$ cat config.mk
export PLATFORM = sky130hd
export DESIGN_NAME = tes_trip_supervisor
export DESIGN_NICKNAME = d
export VERILOG_FILES = /design/src/include/tes_pkg.sv /design/src/rtl/tes_trip_supervisor.sv
export VERILOG_INCLUDE_DIRS = /design/src /design/src/include
export SDC_FILE = /design/constraint.sdc
export NUM_CORES = 1
export LEC_CHECK = 0
export BUFFER_PORTS_ARGS = -buffer_cell sky130_fd_sc_hd__buf_4
export CORE_MARGIN = 1
export CORE_UTILIZATION = 30
export DETAILED_ROUTE_END_ITERATION = 6
export HOLD_SLACK_MARGIN = 0.15
export RECOVER_POWER = 25
export SETUP_SLACK_MARGIN = 0.05
export SYNTH_ARGS = -nofsm -noshare
export SYNTH_HDL_FRONTEND = slang
export SYNTH_SLANG_ARGS = --single-unit
$ cat constraint.sdc
create_clock -name sys_clk -period 4.3 [get_ports sys_clk]
set_input_delay 0.645 -clock sys_clk [delete_from_list [all_inputs] [get_ports sys_clk]]
set_output_delay 0.645 -clock sys_clk [all_outputs]
set_load 0.005 [all_outputs]
$ cat src/include/tes_map.svh
`ifndef TES_MAP_SVH
`define TES_MAP_SVH

// Parameter numbers
`define TES_PARAM_EXT_TRIP 16'hD223
`define TES_PARAM_COMMS_TRIP 16'hD224
`define TES_PARAM_KEYPAD_TRIP 16'hD226
`define TES_PARAM_LOGGING_TRIP 16'hD227
`define TES_PARAM_CONTROL_TRIP 16'hD228
`define TES_PARAM_COVER_TRIP 16'hD22B
`define TES_PARAM_START_TRIP 16'hD22C
`define TES_PARAM_TIMEOUT_MS 16'h3DC0
`define TES_PARAM_TRIP_CAUSE 16'hD2F0

// Reset values
`define TES_RST_EXT_TRIP 8'h00
`define TES_RST_COMMS_TRIP 8'h01
`define TES_RST_KEYPAD_TRIP 8'h01
`define TES_RST_LOGGING_TRIP 8'h01
`define TES_RST_CONTROL_TRIP 8'h01
`define TES_RST_COVER_TRIP 8'h00
`define TES_RST_START_TRIP 8'h01
`define TES_RST_TIMEOUT_MS 16'h03E8

// Trip cause bit positions
`define TES_CAUSE_EXT 0
`define TES_CAUSE_COMMS 1
`define TES_CAUSE_KEYPAD 2
`define TES_CAUSE_LOGGING 3
`define TES_CAUSE_CONTROL 4
`define TES_CAUSE_COVER 5
`define TES_CAUSE_START 6

// Timing
`define TES_CLK_HZ 50000000
`define TES_MS_PER_S 1000
`define TES_CLKS_PER_MS (`TES_CLK_HZ / `TES_MS_PER_S)
`define TES_SYNC_SETTLE 2'h2

`endif

$ cat src/include/tes_pkg.sv
package tes_pkg;

    // Fault and control pins from the outside world
    typedef struct packed {
        logic fault_reset;
        logic remote_start;
        logic cover_open;
        logic control_fail;
        logic logging_fail;
        logic keypad_fail;
        logic ext_trip;
    } tes_pins_t;

    // Parameter access request
    typedef struct packed {
        logic req;
        logic we;
        logic [15:0] parameter_number;
        logic [15:0] wdata;
    } tes_req_t;

    // Parameter access answer
    typedef struct packed {
        logic ack;
        logic err;
        logic [15:0] rdata;
    } tes_rsp_t;

    typedef enum logic [0:0] {
        TES_CHK_PENDING,
        TES_CHK_DONE
    } tes_chk_t;

endpackage

$ cat src/rtl/tes_trip_supervisor.sv
`timescale 1ns/1ps
`default_nettype none
`include "tes_map.svh"

// Functional notes
// - Armed external trip follows assigned input
// - Disarmed external trip input is ignored
// - Armed comms trip on access timeout
// - Disarmed comms trip never fires
// - Keypad failure trips only when armed
// - Logging failure trips only when armed
// - Control board failure trips only when armed
// - Armed cover open trips in any state
// - Disarmed cover open keeps normal operation
// - Armed remote start active at reset trips
// - Disarmed remote start may begin start
// - Enables are 8-bit, read/write, any value but 1 disarms
module tes_trip_supervisor
    import tes_pkg::*;
#(
    parameter int CLKS_PER_MS = `TES_CLKS_PER_MS
)
(
    input wire logic sys_clk,
    input wire logic reset_n,
    input wire tes_pins_t pins,
    input wire tes_req_t param_req,
    output tes_rsp_t param_rsp,
    output logic trip,
    output logic [6:0] trip_cause,
    output logic start_request
);

    // ********************************************************
    // Pin synchronisers
    // ********************************************************
    tes_pins_t sync1_q;
    tes_pins_t sync2_q;
    tes_pins_t fr_prev_q;

    always_ff @(posedge sys_clk)
    begin
        if (!reset_n)
        begin
            sync1_q <= '0;
            sync2_q <= '0;
            fr_prev_q <= '0;
        end
        else
        begin
            sync1_q <= pins;
            sync2_q <= sync1_q;
            fr_prev_q <= sync2_q;
        end
    end

    logic reset_rise;
    assign reset_rise = sync2_q.fault_reset & ~fr_prev_q.fault_reset;

    // ********************************************************
    // Parameter registers
    // ********************************************************
    logic [7:0] ext_en_q, ext_en_d;
    logic [7:0] comms_en_q, comms_en_d;
    logic [7:0] keypad_en_q, keypad_en_d;
    logic [7:0] logging_en_q, logging_en_d;
    logic [7:0] control_en_q, control_en_d;
    logic [7:0] cover_en_q, cover_en_d;
    logic [7:0] start_en_q, start_en_d;
    logic [15:0] timeout_ms_q, timeout_ms_d;
    tes_rsp_t rsp_q, rsp_d;
    logic [6:0] cause_q, cause_d;

    function automatic logic armed(input logic [7:0] en);
        armed = (en == 8'h01);
    endfunction

    always_comb
    begin
        ext_en_d = ext_en_q;
        comms_en_d = comms_en_q;
        keypad_en_d = keypad_en_q;
        logging_en_d = logging_en_q;
        control_en_d = control_en_q;
        cover_en_d = cover_en_q;
        start_en_d = start_en_q;
        timeout_ms_d = timeout_ms_q;
        rsp_d = '0;
        if (param_req.req)
        begin
            rsp_d.ack = 1'b1;
            if (param_req.parameter_number == `TES_PARAM_EXT_TRIP)
            begin
                rsp_d.rdata = {8'h00, ext_en_q};
                if (param_req.we)
                    ext_en_d = param_req.wdata[7:0];
            end
            else if (param_req.parameter_number == `TES_PARAM_COMMS_TRIP)
            begin
                rsp_d.rdata = {8'h00, comms_en_q};
                if (param_req.we)
                    comms_en_d = param_req.wdata[7:0];
            end
            else if (param_req.parameter_number == `TES_PARAM_KEYPAD_TRIP)
            begin
                rsp_d.rdata = {8'h00, keypad_en_q};
                if (param_req.we)
                    keypad_en_d = param_req.wdata[7:0];
            end
            else if (param_req.parameter_number == `TES_PARAM_LOGGING_TRIP)
            begin
                rsp_d.rdata = {8'h00, logging_en_q};
                if (param_req.we)
                    logging_en_d = param_req.wdata[7:0];
            end
            else if (param_req.parameter_number == `TES_PARAM_CONTROL_TRIP)
            begin
                rsp_d.rdata = {8'h00, control_en_q};
                if (param_req.we)
                    control_en_d = param_req.wdata[7:0];
            end
            else if (param_req.parameter_number == `TES_PARAM_COVER_TRIP)
            begin
                rsp_d.rdata = {8'h00, cover_en_q};
                if (param_req.we)
                    cover_en_d = param_req.wdata[7:0];
            end
            else if (param_req.parameter_number == `TES_PARAM_START_TRIP)
            begin
                rsp_d.rdata = {8'h00, start_en_q};
                if (param_req.we)
                    start_en_d = param_req.wdata[7:0];
            end
            else if (param_req.parameter_number == `TES_PARAM_TIMEOUT_MS)
            begin
                rsp_d.rdata = timeout_ms_q;
                if (param_req.we)
                    timeout_ms_d = param_req.wdata;
            end
            else if (param_req.parameter_number == `TES_PARAM_TRIP_CAUSE)
            begin
                rsp_d.rdata = {9'h000, cause_q};
                rsp_d.err = param_req.we;
            end
            else
            begin
                rsp_d.err = 1'b1;
            end
        end
    end

    always_ff @(posedge sys_clk)
    begin
        if (!reset_n)
        begin
            ext_en_q <= `TES_RST_EXT_TRIP;
            comms_en_q <= `TES_RST_COMMS_TRIP;
            keypad_en_q <= `TES_RST_KEYPAD_TRIP;
            logging_en_q <= `TES_RST_LOGGING_TRIP;
            control_en_q <= `TES_RST_CONTROL_TRIP;
            cover_en_q <= `TES_RST_COVER_TRIP;
            start_en_q <= `TES_RST_START_TRIP;
            timeout_ms_q <= `TES_RST_TIMEOUT_MS;
            rsp_q <= '0;
        end
        else
        begin
            ext_en_q <= ext_en_d;
            comms_en_q <= comms_en_d;
            keypad_en_q <= keypad_en_d;
            logging_en_q <= logging_en_d;
            control_en_q <= control_en_d;
            cover_en_q <= cover_en_d;
            start_en_q <= start_en_d;
            timeout_ms_q <= timeout_ms_d;
            rsp_q <= rsp_d;
        end
    end

    // ********************************************************
    // Communications inactivity timer
    // ********************************************************
    logic [31:0] tick_q, tick_d;
    logic [15:0] idle_ms_q, idle_ms_d;
    logic comms_timeout;

    always_comb
    begin
        tick_d = tick_q;
        idle_ms_d = idle_ms_q;
        if (param_req.req)
        begin
            tick_d = '0;
            idle_ms_d = '0;
        end
        else if (tick_q == 32'(CLKS_PER_MS - 1))
        begin
            tick_d = '0;
            if (idle_ms_q != 16'hFFFF)
                idle_ms_d = idle_ms_q + 16'h0001;
        end
        else
        begin
            tick_d = tick_q + 32'h0000_0001;
        end
    end

    always_ff @(posedge sys_clk)
    begin
        if (!reset_n)
        begin
            tick_q <= '0;
            idle_ms_q <= '0;
        end
        else
        begin
            tick_q <= tick_d;
            idle_ms_q <= idle_ms_d;
        end
    end

    assign comms_timeout = (timeout_ms_q != 16'h0000) && (idle_ms_q >= timeout_ms_q);

    // ********************************************************
    // Start-up check and trip latch
    // ********************************************************
    tes_chk_t chk_q, chk_d;
    logic [1:0] settle_q, settle_d;
    logic check_now;
    logic [6:0] new_trip;
    logic start_req_q, start_req_d;

    always_comb
    begin
        chk_d = chk_q;
        settle_d = settle_q;
        check_now = 1'b0;
        case (chk_q)
            TES_CHK_PENDING:
            begin
                if (settle_q == `TES_SYNC_SETTLE)
                begin
                    check_now = 1'b1;
                    chk_d = TES_CHK_DONE;
                end
                else
                begin
                    settle_d = settle_q + 2'h1;
                end
            end
            default:
            begin
                check_now = reset_rise;
            end
        endcase
    end

    always_comb
    begin
        new_trip = '0;
        new_trip[`TES_CAUSE_EXT] = armed(ext_en_q) & sync2_q.ext_trip;
        new_trip[`TES_CAUSE_COMMS] = armed(comms_en_q) & comms_timeout;
        new_trip[`TES_CAUSE_KEYPAD] = armed(keypad_en_q) & sync2_q.keypad_fail;
        new_trip[`TES_CAUSE_LOGGING] = armed(logging_en_q) & sync2_q.logging_fail;
        new_trip[`TES_CAUSE_CONTROL] = armed(control_en_q) & sync2_q.control_fail;
        new_trip[`TES_CAUSE_COVER] = armed(cover_en_q) & sync2_q.cover_open;
        new_trip[`TES_CAUSE_START] = armed(start_en_q) & sync2_q.remote_start & check_now;
    end

    always_comb
    begin
        cause_d = (reset_rise ? 7'h00 : cause_q) | new_trip;
        start_req_d = sync2_q.remote_start & (cause_d == 7'h00);
    end

    always_ff @(posedge sys_clk)
    begin
        if (!reset_n)
        begin
            chk_q <= TES_CHK_PENDING;
            settle_q <= '0;
            cause_q <= '0;
            start_req_q <= 1'b0;
        end
        else
        begin
            chk_q <= chk_d;
            settle_q <= settle_d;
            cause_q <= cause_d;
            start_req_q <= start_req_d;
        end
    end

    // ********************************************************
    // Outputs
    // ********************************************************
    logic trip_q;

    always_ff @(posedge sys_clk)
    begin
        if (!reset_n)
            trip_q <= 1'b0;
        else
            trip_q <= (cause_d != 7'h00);
    end

    assign param_rsp = rsp_q;
    assign trip = trip_q;
    assign trip_cause = cause_q;
    assign start_request = start_req_q;

endmodule

`default_nettype wire

==> flow_summary.ini, run 1 <==
[outcome]
outcome = finished, violations left
violations = capacitance limit, slew limit

[sta]
max_slew_margin = -0.983
timing_max_transition_violations_final = 65
fin_tns_setup_ns = 0
fin_crit_sh = 0.749
tightest_slew_ns = 2.97
rsz_0062_raised_after_global_routing = false
holdWs_ns = 0.415
finClkSkew_ns = 0.0103
minimum_period_implied_by_the_final_worst_setup_slack_ns = 3.22
fmax_mhz = 311
final_hold_viol_count = 0
finalWorstSetupSlack_ns = 1.08
finalSetupViolCount = 0

[worst_hold_path]
hold_path.class = in -> reg

[layout]
stdcell_area_mm2 = 0.00882
area_delta_synth_final_pct = 17.6
instances_no_fill = 1265
layout-drive-gt1-share = 0.142
utilization = 0.361
design.final.nets = 990
diodes = 0
fillerInstances = 2511

[clock_network]
cts_sinks = 165
clock-root-buffer = clkbuf_16
post_cts_hold_buffer_count = 0
clk_pin_slew_ns = 0.07
post-cts-setup-buffer-count = 0
cts_max_path_buffers = 2
clk_latency_ns = 0.43
cts_inserted_buffers = 17
h-tree-depth = 4
tritoncts_clock_tree = yes
cts-resized-gates = 0

[route]
post_drt_wl_per_cell_um = 16.2
drc = 0
via_count = 6433
detail-route-antenna-nets = 0
drt_pass1_iterations = 5
detail_route.iter0.violations = 635
vias_per_cell = 5.09
total_routed_length_um = 20400

[power]
p_per_area_mw_per_mm2 = 365
vdd_ir_drop_max_uv = 246
cellLeakagePower_nw = 3.20
power_mw = 3.22

[grt]
gr-usage-all-layers = 0.161
grt_overflow = 0
grt_pass1_vias = 5954
grt_first_pass_wirelength_um = 32400
largest_net_degree_at_the_start_of_global_routing = 65
antenna_violations_before_repair = 0

[synth]
synthAdderAreaFrac = 0.0317
synth_compound_area_frac = 0.126
synthXorXnorAreaFrac = 0.0420
synth_top_cell_by_area = dfxtp_1
postSynthRegisterBits = 165
yosys_warnings = 0
synth.mux.area_fraction = 0.0395
cell_count_after_synthesis = 878
synthArstFlopShare = 0
synth-simple-area-share = 0.275
synth.cells.most_frequent = dfxtp_1, nand2_1, nor2_1, a21oi_1, nand3_1
synth_top_cell_area_share = 0.440
synthesis.area_mm2 = 0.00750
netlist_top_cells_area = dfxtp_1, nand2_1, nor2_1
synthMostInstantiatedCell = dfxtp_1
synth_cell_types = 64
synth_top_family_by_area = simple AND/OR/NAND/NOR gates
yosysSeqAreaShare = 0.440
ys.flop_type = dfxtp_1
syn-num-nets = 940
synth-edff-count = 0
postSynthAreaPerCell_um2 = 8.54

[critical_path]
path_cells = buf_4, inv_1, clkbuf_1, nor2_1
path_delay_family = buffers and inverters
crit_buf_inv = 3
worstSetupEndpointType = flip-flop
worst-endpoint-arrival_ns = 3.40
worstPathMaxFanout = 64
worst_ep_required_time_ns = 4.48
crit_slowest_cell = clkbuf_1
worst-setup-path-type = in -> reg
start_kind = primary input
worst_path_largest_cell_delay_ns = 2.09

[floorplan]
die_w_um = 160
ports_placed_on_the_boundary = 70
die_ht_um = 160
design.die.area_mm2 = 0.0256
initial_core_util = 0.307
fp.coreArea_mm2 = 0.0244
fp-row-count = 57

[placed_design]
place_area_mm2 = 0.00826
port_buffers = 69
hpwlAfterDp_um = 14600
gpl.final_weighted_congestion = 0.846
dpl.cell_count = 1233
pre_cts_slack_ns = 1.03

[job]
drv.max_cap_violation_count = 1
==> layout by cell type, fill, tap and decap left out, drive strengths merged, types with 8 or more instances in the layout <==
cell type,n
a21oi,61
nand3,40
and3,10
nor3,33
nand4,18
mux2i,24
o21ai,28
dfxtp,165
nor4,16
xnor2,15
clkbuf,44
and2,19
o221ai,11
or3,16
nand2,130
xor2,21
inv,37
o211ai,8
buf,51
nor2,87
ha,19
==> cell families (layout without fill, tap and decap cells) <==
family / count (synthesis) / after routing
AO/OA/AOI/OAI: 145 / 145
adder cells (fa/ha/maj): 19 / 19
multiplexers: 29 / 29
AND/OR/NAND/NOR: 408 / 408
XOR/XNOR: 36 / 36
buffers and inverters: 76 / 139
flip-flops: 165 / 165
==> where the power goes <==
part / total, mW / switching [mW] / internal (mW)
sequential: 1.56 / 0.0129 / 1.55
clock: 1.48 / 0.657 / 0.822
combinational: 0.176 / 0.109 / 0.0673
==> registers in the layout (all words and copies together), names as in the netlist, 16 cells and up <==
name,count
tick_q,32
timeout_ms_q,16
idle_ms_q,16
param_rsp,18
==> routing by layer <==
metal,wire length [um],track usage,vias up
met1,10000,0.229,3009
li1,-,-,3184
met4,518,0.0662,0
met2,8640,0.234,203
met5,0,0,-
met3,1230,0.0314,37
==> worst paths after layout <==
check | start | to | slack, ns | cells past startpoint
worst max-delay path | reset_n | trip_cause[5]$_SDFF_PN0_ | 1.08 | 4
worst min-delay path | pins[6] | sync1_q[6]$_SDFF_PN0_ | 0.42 | 2
worst max register to register | tick_q[10]$_SDFF_PP0_ | tick_q[26]$_SDFF_PP0_ | 1.98 | 6
worst min register to register | sync1_q[6]$_SDFF_PN0_ | sync2_q[6]$_SDFF_PN0_ | 0.44 | 1
==> area by class of cell <==
cell class / instances / area, um^2 / share of cell area
clock inverters: 12 / 118 / 0.0133
flip-flops and latches: 165 / 3300 / 0.375
multi-input cells: 637 / 3870 / 0.439
well taps: 324 / 405 / 0.0460
clock buffers: 20 / 447 / 0.0507
inverters: 32 / 120 / 0.0136
repair buffers: 75 / 552 / 0.0626
No activity file was read; power rests on OpenSTA's default activity.
==> run 2, diff against run 1 <==
ABC_AREA = 1   (was not set)
clock period = 2.93 ns   (was 4.3 ns; I/O delays follow)
==> flow_summary.ini, run 2 <==
[grt]
antenna_violations_before_repair = 0
grt_pass1_vias = 6871
grt_first_pass_wirelength_um = 35500
grt_overflow = 0
largest_net_degree_at_the_start_of_global_routing = 38
gr-usage-all-layers = 0.160

[placed_design]
pre_cts_slack_ns = 0.599
gpl.final_weighted_congestion = 0.867
hpwlAfterDp_um = 16500
port_buffers = 69

[critical_path]
worstSetupEndpointType = flip-flop
r2r_slack_ns = 0.60
worst_ep_required_time_ns = 3.27
start_kind = primary input
worst-endpoint-arrival_ns = 2.73
worst_r2r_endpoint = tick_q[2]$_SDFF_PP0_
rr_startpoint = tick_q[0]$_SDFF_PP0_
logic_depth_of_the_worst_register_to_register_path = 9
worst-setup-path-type = in -> reg
setup.worst_path.end = tick_q[2]$_SDFF_PP0_
timing.critical_path.from = reset_n
worstPathMaxFanout = 21

[synth]
postSynthAreaPerCell_um2 = 7.23
cell_count_after_synthesis = 1133
synth_cell_types = 45
synthesis.area_mm2 = 0.00819
postSynthRegisterBits = 165
syn-num-nets = 1195
synthMostInstantiatedCell = nand2_1
netlist_top_cells_area = dfxtp_1, nand2_1, a21oi_1
synth-edff-count = 0
synth_top_cell_by_area = dfxtp_1
ys.flop_type = dfxtp_1
yosysSeqAreaShare = 0.403
synth.cells.most_frequent = nand2_1, dfxtp_1, inv_1, a21oi_1, o21ai_0
synth_top_cell_area_share = 0.403
synthArstFlopShare = 0
yosys_warnings = 0

[outcome]
outcome = completed

[clock_network]
clk_latency_ns = 0.43
cts-resized-gates = 0
cts_inserted_buffers = 17
post_cts_hold_buffer_count = 0
cts_sinks = 165
tritoncts_clock_tree = yes
cts_max_path_buffers = 2
clock-root-buffer = clkbuf_16
post-cts-setup-buffer-count = 0
h-tree-depth = 4
clk_pin_slew_ns = 0.06

[layout]
largest_reg_flops = 32
most-common-layout-cells = nand2_1, dfxtp_1, inv_1
layout-drive-gt1-share = 0.124
regMostFlops = tick_q
fillerInstances = 2826
design.final.nets = 1262
most_common_library_cell_in_the_layout_ignoring_fill_and_taps = nand2_1
area_delta_synth_final_pct = 17.3
diodes = 0
utilization = 0.358

[route]
vias_per_cell = 4.82
drc = 0
detail-route-antenna-nets = 0
detail_route.iter0.violations = 588
via_count = 7474
post_drt_wl_per_cell_um = 14.1
drt_pass1_iterations = 5
total_routed_length_um = 21900

[sta]
timing_max_transition_violations_final = 0
fmax_mhz = 419
tightest_slew_ns = 1.03
rsz_0062_raised_after_global_routing = false
finalWorstSetupSlack_ns = 0.543
fin_crit_sh = 0.815
final_hold_viol_count = 0
finalSetupViolCount = 0
minimum_period_implied_by_the_final_worst_setup_slack_ns = 2.39
finClkSkew_ns = 0.0154
fin_tns_setup_ns = 0
max_slew_margin = 0.315

[job]
drv.max_cap_violation_count = 0

[power]
cellLeakagePower_nw = 4.01
p_per_area_mw_per_mm2 = 510
vdd_ir_drop_max_uv = 408

[floorplan]
design.die.area_mm2 = 0.0280
fp.coreArea_mm2 = 0.0269
fp-row-count = 60
ports_placed_on_the_boundary = 70
die_w_um = 167
initial_core_util = 0.305
die_ht_um = 167

[worst_hold_path]
hold_path.class = in -> reg
## run 2: worst min-delay path by stage
| stage | startpoint | endpoint | slack (ns) | cells after the start |
|---|---|---|---|---|
| after floorplan | sync1_q[0]$_SDFF_PN0_ | sync2_q[0]$_SDFF_PN0_ | 0.39 | 2 |
| after global placement | sync1_q[4]$_SDFF_PN0_ | sync2_q[4]$_SDFF_PN0_ | 0.39 | 2 |
| after detailed placement | sync1_q[1]$_SDFF_PN0_ | sync2_q[1]$_SDFF_PN0_ | 0.40 | 2 |
| after CTS | pins[5] | sync1_q[5]$_SDFF_PN0_ | 0.18 | 3 |
| after global routing | pins[1] | sync1_q[1]$_SDFF_PN0_ | 0.20 | 3 |
| final | pins[5] | sync1_q[5]$_SDFF_PN0_ | 0.19 | 3 |
## run 2: cell type report
class	count	area, um^2	share of cell area
clock buffer	20	447	0.0465
clock inverter	9	155	0.0161
timing repair buffer	77	552	0.0574
tap	341	427	0.0444
multi-input combinational	771	4090	0.426
sequential	165	3300	0.344
inverter	168	633	0.0659
## run 2: critical path, stage by stage
cell and delay, ns:
clkbuf_1 0.74, nand2_1 0.29, nor2_4 0.42, clkinv_1 0.52, nor3b_1 0.31
## run 2: cell families (layout without fill, tap and decap cells)
family,count (synthesis),in the layout,share of synthesized area
DFF,165,165,0.403
buffers and inverters,197,274,0.0970
xor gates and xnor gates,30,30,0.0321
and+or+nand+nor,492,492,0.290
adders and majority gates,19,19,0.0290
AOI/OAI and AO/OA,230,230,0.149
## run 2: metrics by stage
stage / hold WS, ns / power (mW) / std cells / area (um^2)
2_1_floorplan: 0.390 / 2.48 / 1133 / 8190
3_3_place_gp: 0.395 / 2.61 / 1522 / 9030
3_5_place_dp: 0.398 / 2.61 / 1522 / 9030
4_1_cts: 0.180 / 4.95 / 1551 / 9640
5_1_grt: 0.195 / 5.07 / 1551 / 9610
6_report: 0.188 / 4.90 / 1551 / 9610
## run 2: where the power goes
part | switching [mW] | internal (mW)
sequential | 0.0146 | 2.28
combinational | 0.171 | 0.0959
clock | 0.904 | 1.43
total | 1.09 | 3.81
## run 2: per-layer routing
metal	routed length, um	vias to the layer above	GRT usage
li1	-	3854	-
met1	10800	3386	0.221
met2	9440	209	0.246
met3	1130	25	0.0291
met4	513	0	0.0606
met5	0	-	0
==> run 3, diff against run 2 <==
ABC_AREA = 0   (was 1)
clock period = 2.27 ns   (was 2.93 ns; I/O delays follow)
==> flow_summary.ini, run 3 (synthesized netlist as in run 1, its figures left out) <==
[outcome]
outcome = completed

[route]
top_signal_layer_used = met4
drc = 0
route.layer.met1.wl_um = 10400
detail-route-antenna-nets = 0
detail_route.iter0.violations = 473
post_drt_wl_per_cell_um = 16.3
drt_pass1_iterations = 5
met3_wirelength_um = 1420
vias_per_cell = 5.09
detailroute.wirelength.met2_um = 9610
total_routed_length_um = 21700
via_count = 6801

[critical_path]
start_kind = flip-flop
worst_ep_required_time_ns = 2.64
crit_buf_inv = 1
worst-setup-path-type = reg -> reg
path_cells = inv_1, ha_1, and3_1, a221oi_1, nand2_1, o31a_1, o2111ai_4, and4_1
worst_path_largest_cell_delay_ns = 0.37
worst-endpoint-arrival_ns = 2.47
path_delay_family = compound AO/OA/AOI/OAI gates
worstSetupEndpointType = flip-flop
crit_slowest_cell = dfxtp_1
worstPathMaxFanout = 3

[clock_network]
tritoncts_clock_tree = yes
cts_inserted_buffers = 17
h-tree-depth = 4
clk_latency_ns = 0.43
clk_pin_slew_ns = 0.07
post-cts-setup-buffer-count = 0
cts_max_path_buffers = 2
cts_sinks = 165
clock-root-buffer = clkbuf_16

[job]
drv.max_cap_violation_count = 0

[sta]
tightest_slew_ns = 1.09
fmax_mhz = 477
max_slew_margin = 0.270
final_hold_viol_count = 0
rsz_0062_raised_after_global_routing = false
timing_max_transition_violations_final = 0
finalSetupViolCount = 0
minimum_period_implied_by_the_final_worst_setup_slack_ns = 2.10
holdWs_ns = 0.152
fin_crit_sh = 0.924
finClkSkew_ns = 0.00667

[layout]
fillerInstances = 2493
most_common_library_cell_in_the_layout_ignoring_fill_and_taps = dfxtp_1
layout-drive-gt1-share = 0.200
area_delta_synth_final_pct = 26.5
most-common-layout-cells = dfxtp_1, nand2_1, buf_4
regMostFlops = tick_q
stdcell_area_mm2 = 0.00949
utilization = 0.389
instances_no_fill = 1335
largest_reg_flops = 32
diodes = 0
design.final.nets = 1060

[floorplan]
ports_placed_on_the_boundary = 70
die_w_um = 160
design.die.area_mm2 = 0.0256
fp.coreArea_mm2 = 0.0244
initial_core_util = 0.307
die_ht_um = 160
fp-row-count = 57

[power]
p_int_mw = 4.76
switching_share = 0.237
p_per_area_mw_per_mm2 = 658
vdd_ir_drop_max_uv = 524
cellLeakagePower_nw = 3.57
power_frac_seq = 0.475
clock_power_share = 0.467
combinationalPowerShare = 0.059
power.net_switching_mw = 1.48

[grt]
grt_overflow = 0
gr-usage-all-layers = 0.169
grt_first_pass_wirelength_um = 34300
grt_pass1_vias = 6423
largest_net_degree_at_the_start_of_global_routing = 65
antenna_violations_before_repair = 0

[placed_design]
dpl.cell_count = 1295
hpwlAfterDp_um = 15700
port_buffers = 69
place_area_mm2 = 0.00879
gpl.final_weighted_congestion = 0.881

[worst_hold_path]
hold_path.class = in -> reg
==> run 3: cell types whose count changed in the layout (fill, tap and decap cells not counted), sizes merged, moves of 12 or more <==
| cell | delta |
|---|---|
| and2 | +17 |
| a21oi | -62 |
| inv | -131 |
| o21ai | -55 |
| or3 | +16 |
| nand3 | -26 |
| buf | +60 |
| nand2 | -120 |
| mux2i | +24 |
| nand4 | -12 |
==> run 3: area by class of cell <==
| type | count | area, um^2 | area share |
|---|---|---|---|
| Inverter | 32 | 120 | 0.0127 |
| Clock inverter | 13 | 149 | 0.0157 |
| Tap cell | 324 | 405 | 0.0427 |
| Multi-Input combinational cell | 637 | 3920 | 0.413 |
| Clock buffer | 19 | 443 | 0.0467 |
| Timing Repair Buffer | 145 | 1150 | 0.121 |
| Sequential cell | 165 | 3310 | 0.348 |
==> run 3: per-layer routing <==
metal	GRT usage	up-vias
li1	-	3337
met1	0.237	3227
met2	0.258	205
met3	0.0358	32
met4	0.0528	0
met5	0	-
==> run 3: power by group through the flow <==
| stage | clock network (mW) | logic (mW) | registers (mW) |
|---|---|---|---|
| final | 2.91 | 0.367 | 2.96 |
| after detailed placement | 0 | 0.359 | 3.03 |
| after floorplan | 0 | 0.184 | 3.02 |
| after CTS | 2.96 | 0.372 | 2.96 |
| after global placement | 0 | 0.355 | 3.03 |
| after global routing | 3.10 | 0.399 | 2.97 |
==> run 3: stage by stage <==
step / worst slack [ns] / TNS (ns) / power (mW)
6_report: 0.172 / 0 / 6.24
5_1_grt: 0.0626 / 0 / 6.46
4_1_cts: 0.0657 / 0 / 6.30
3_5_place_dp: -0.232 / -9.24 / 3.39
3_3_place_gp: -0.162 / -8.17 / 3.38
2_1_floorplan: 0.0961 / 0 / 3.20
==> run 3: worst reg2reg max path, cell delays in order, from the launching register on <==
cell,delay [ns]
dfxtp_1,0.37
inv_1,0.09
ha_1,0.30
and3_1,0.16
a221oi_1,0.26
nand2_1,0.09
o31a_1,0.33
o2111ai_4,0.23
and4_1,0.22
==> run 3: what timing repair did <==
action / 4_1_cts / 5_1_grt
endpoints found under the hold margin: 8 / 0
hold buffers: 8 / 0
pin swaps: 1 / 1
setup endpoints to repair: 4 / 7
gates resized for setup: 2 / 7
==> run 3: worst paths after layout <==
check | from | end | slack (ns) | cells past startpoint
min reg2reg | tick_q[0]$_SDFF_PP0_ | tick_q[0]$_SDFF_PP0_ | 0.43 | 1
max | timeout_ms_q[11]$_SDFFE_PN0P_ | start_request$_SDFF_PN0_ | 0.17 | 8
max reg2reg | timeout_ms_q[11]$_SDFFE_PN0P_ | start_request$_SDFF_PN0_ | 0.17 | 8
min | param_req[10] | timeout_ms_q[10]$_SDFFE_PN0P_ | 0.15 | 3
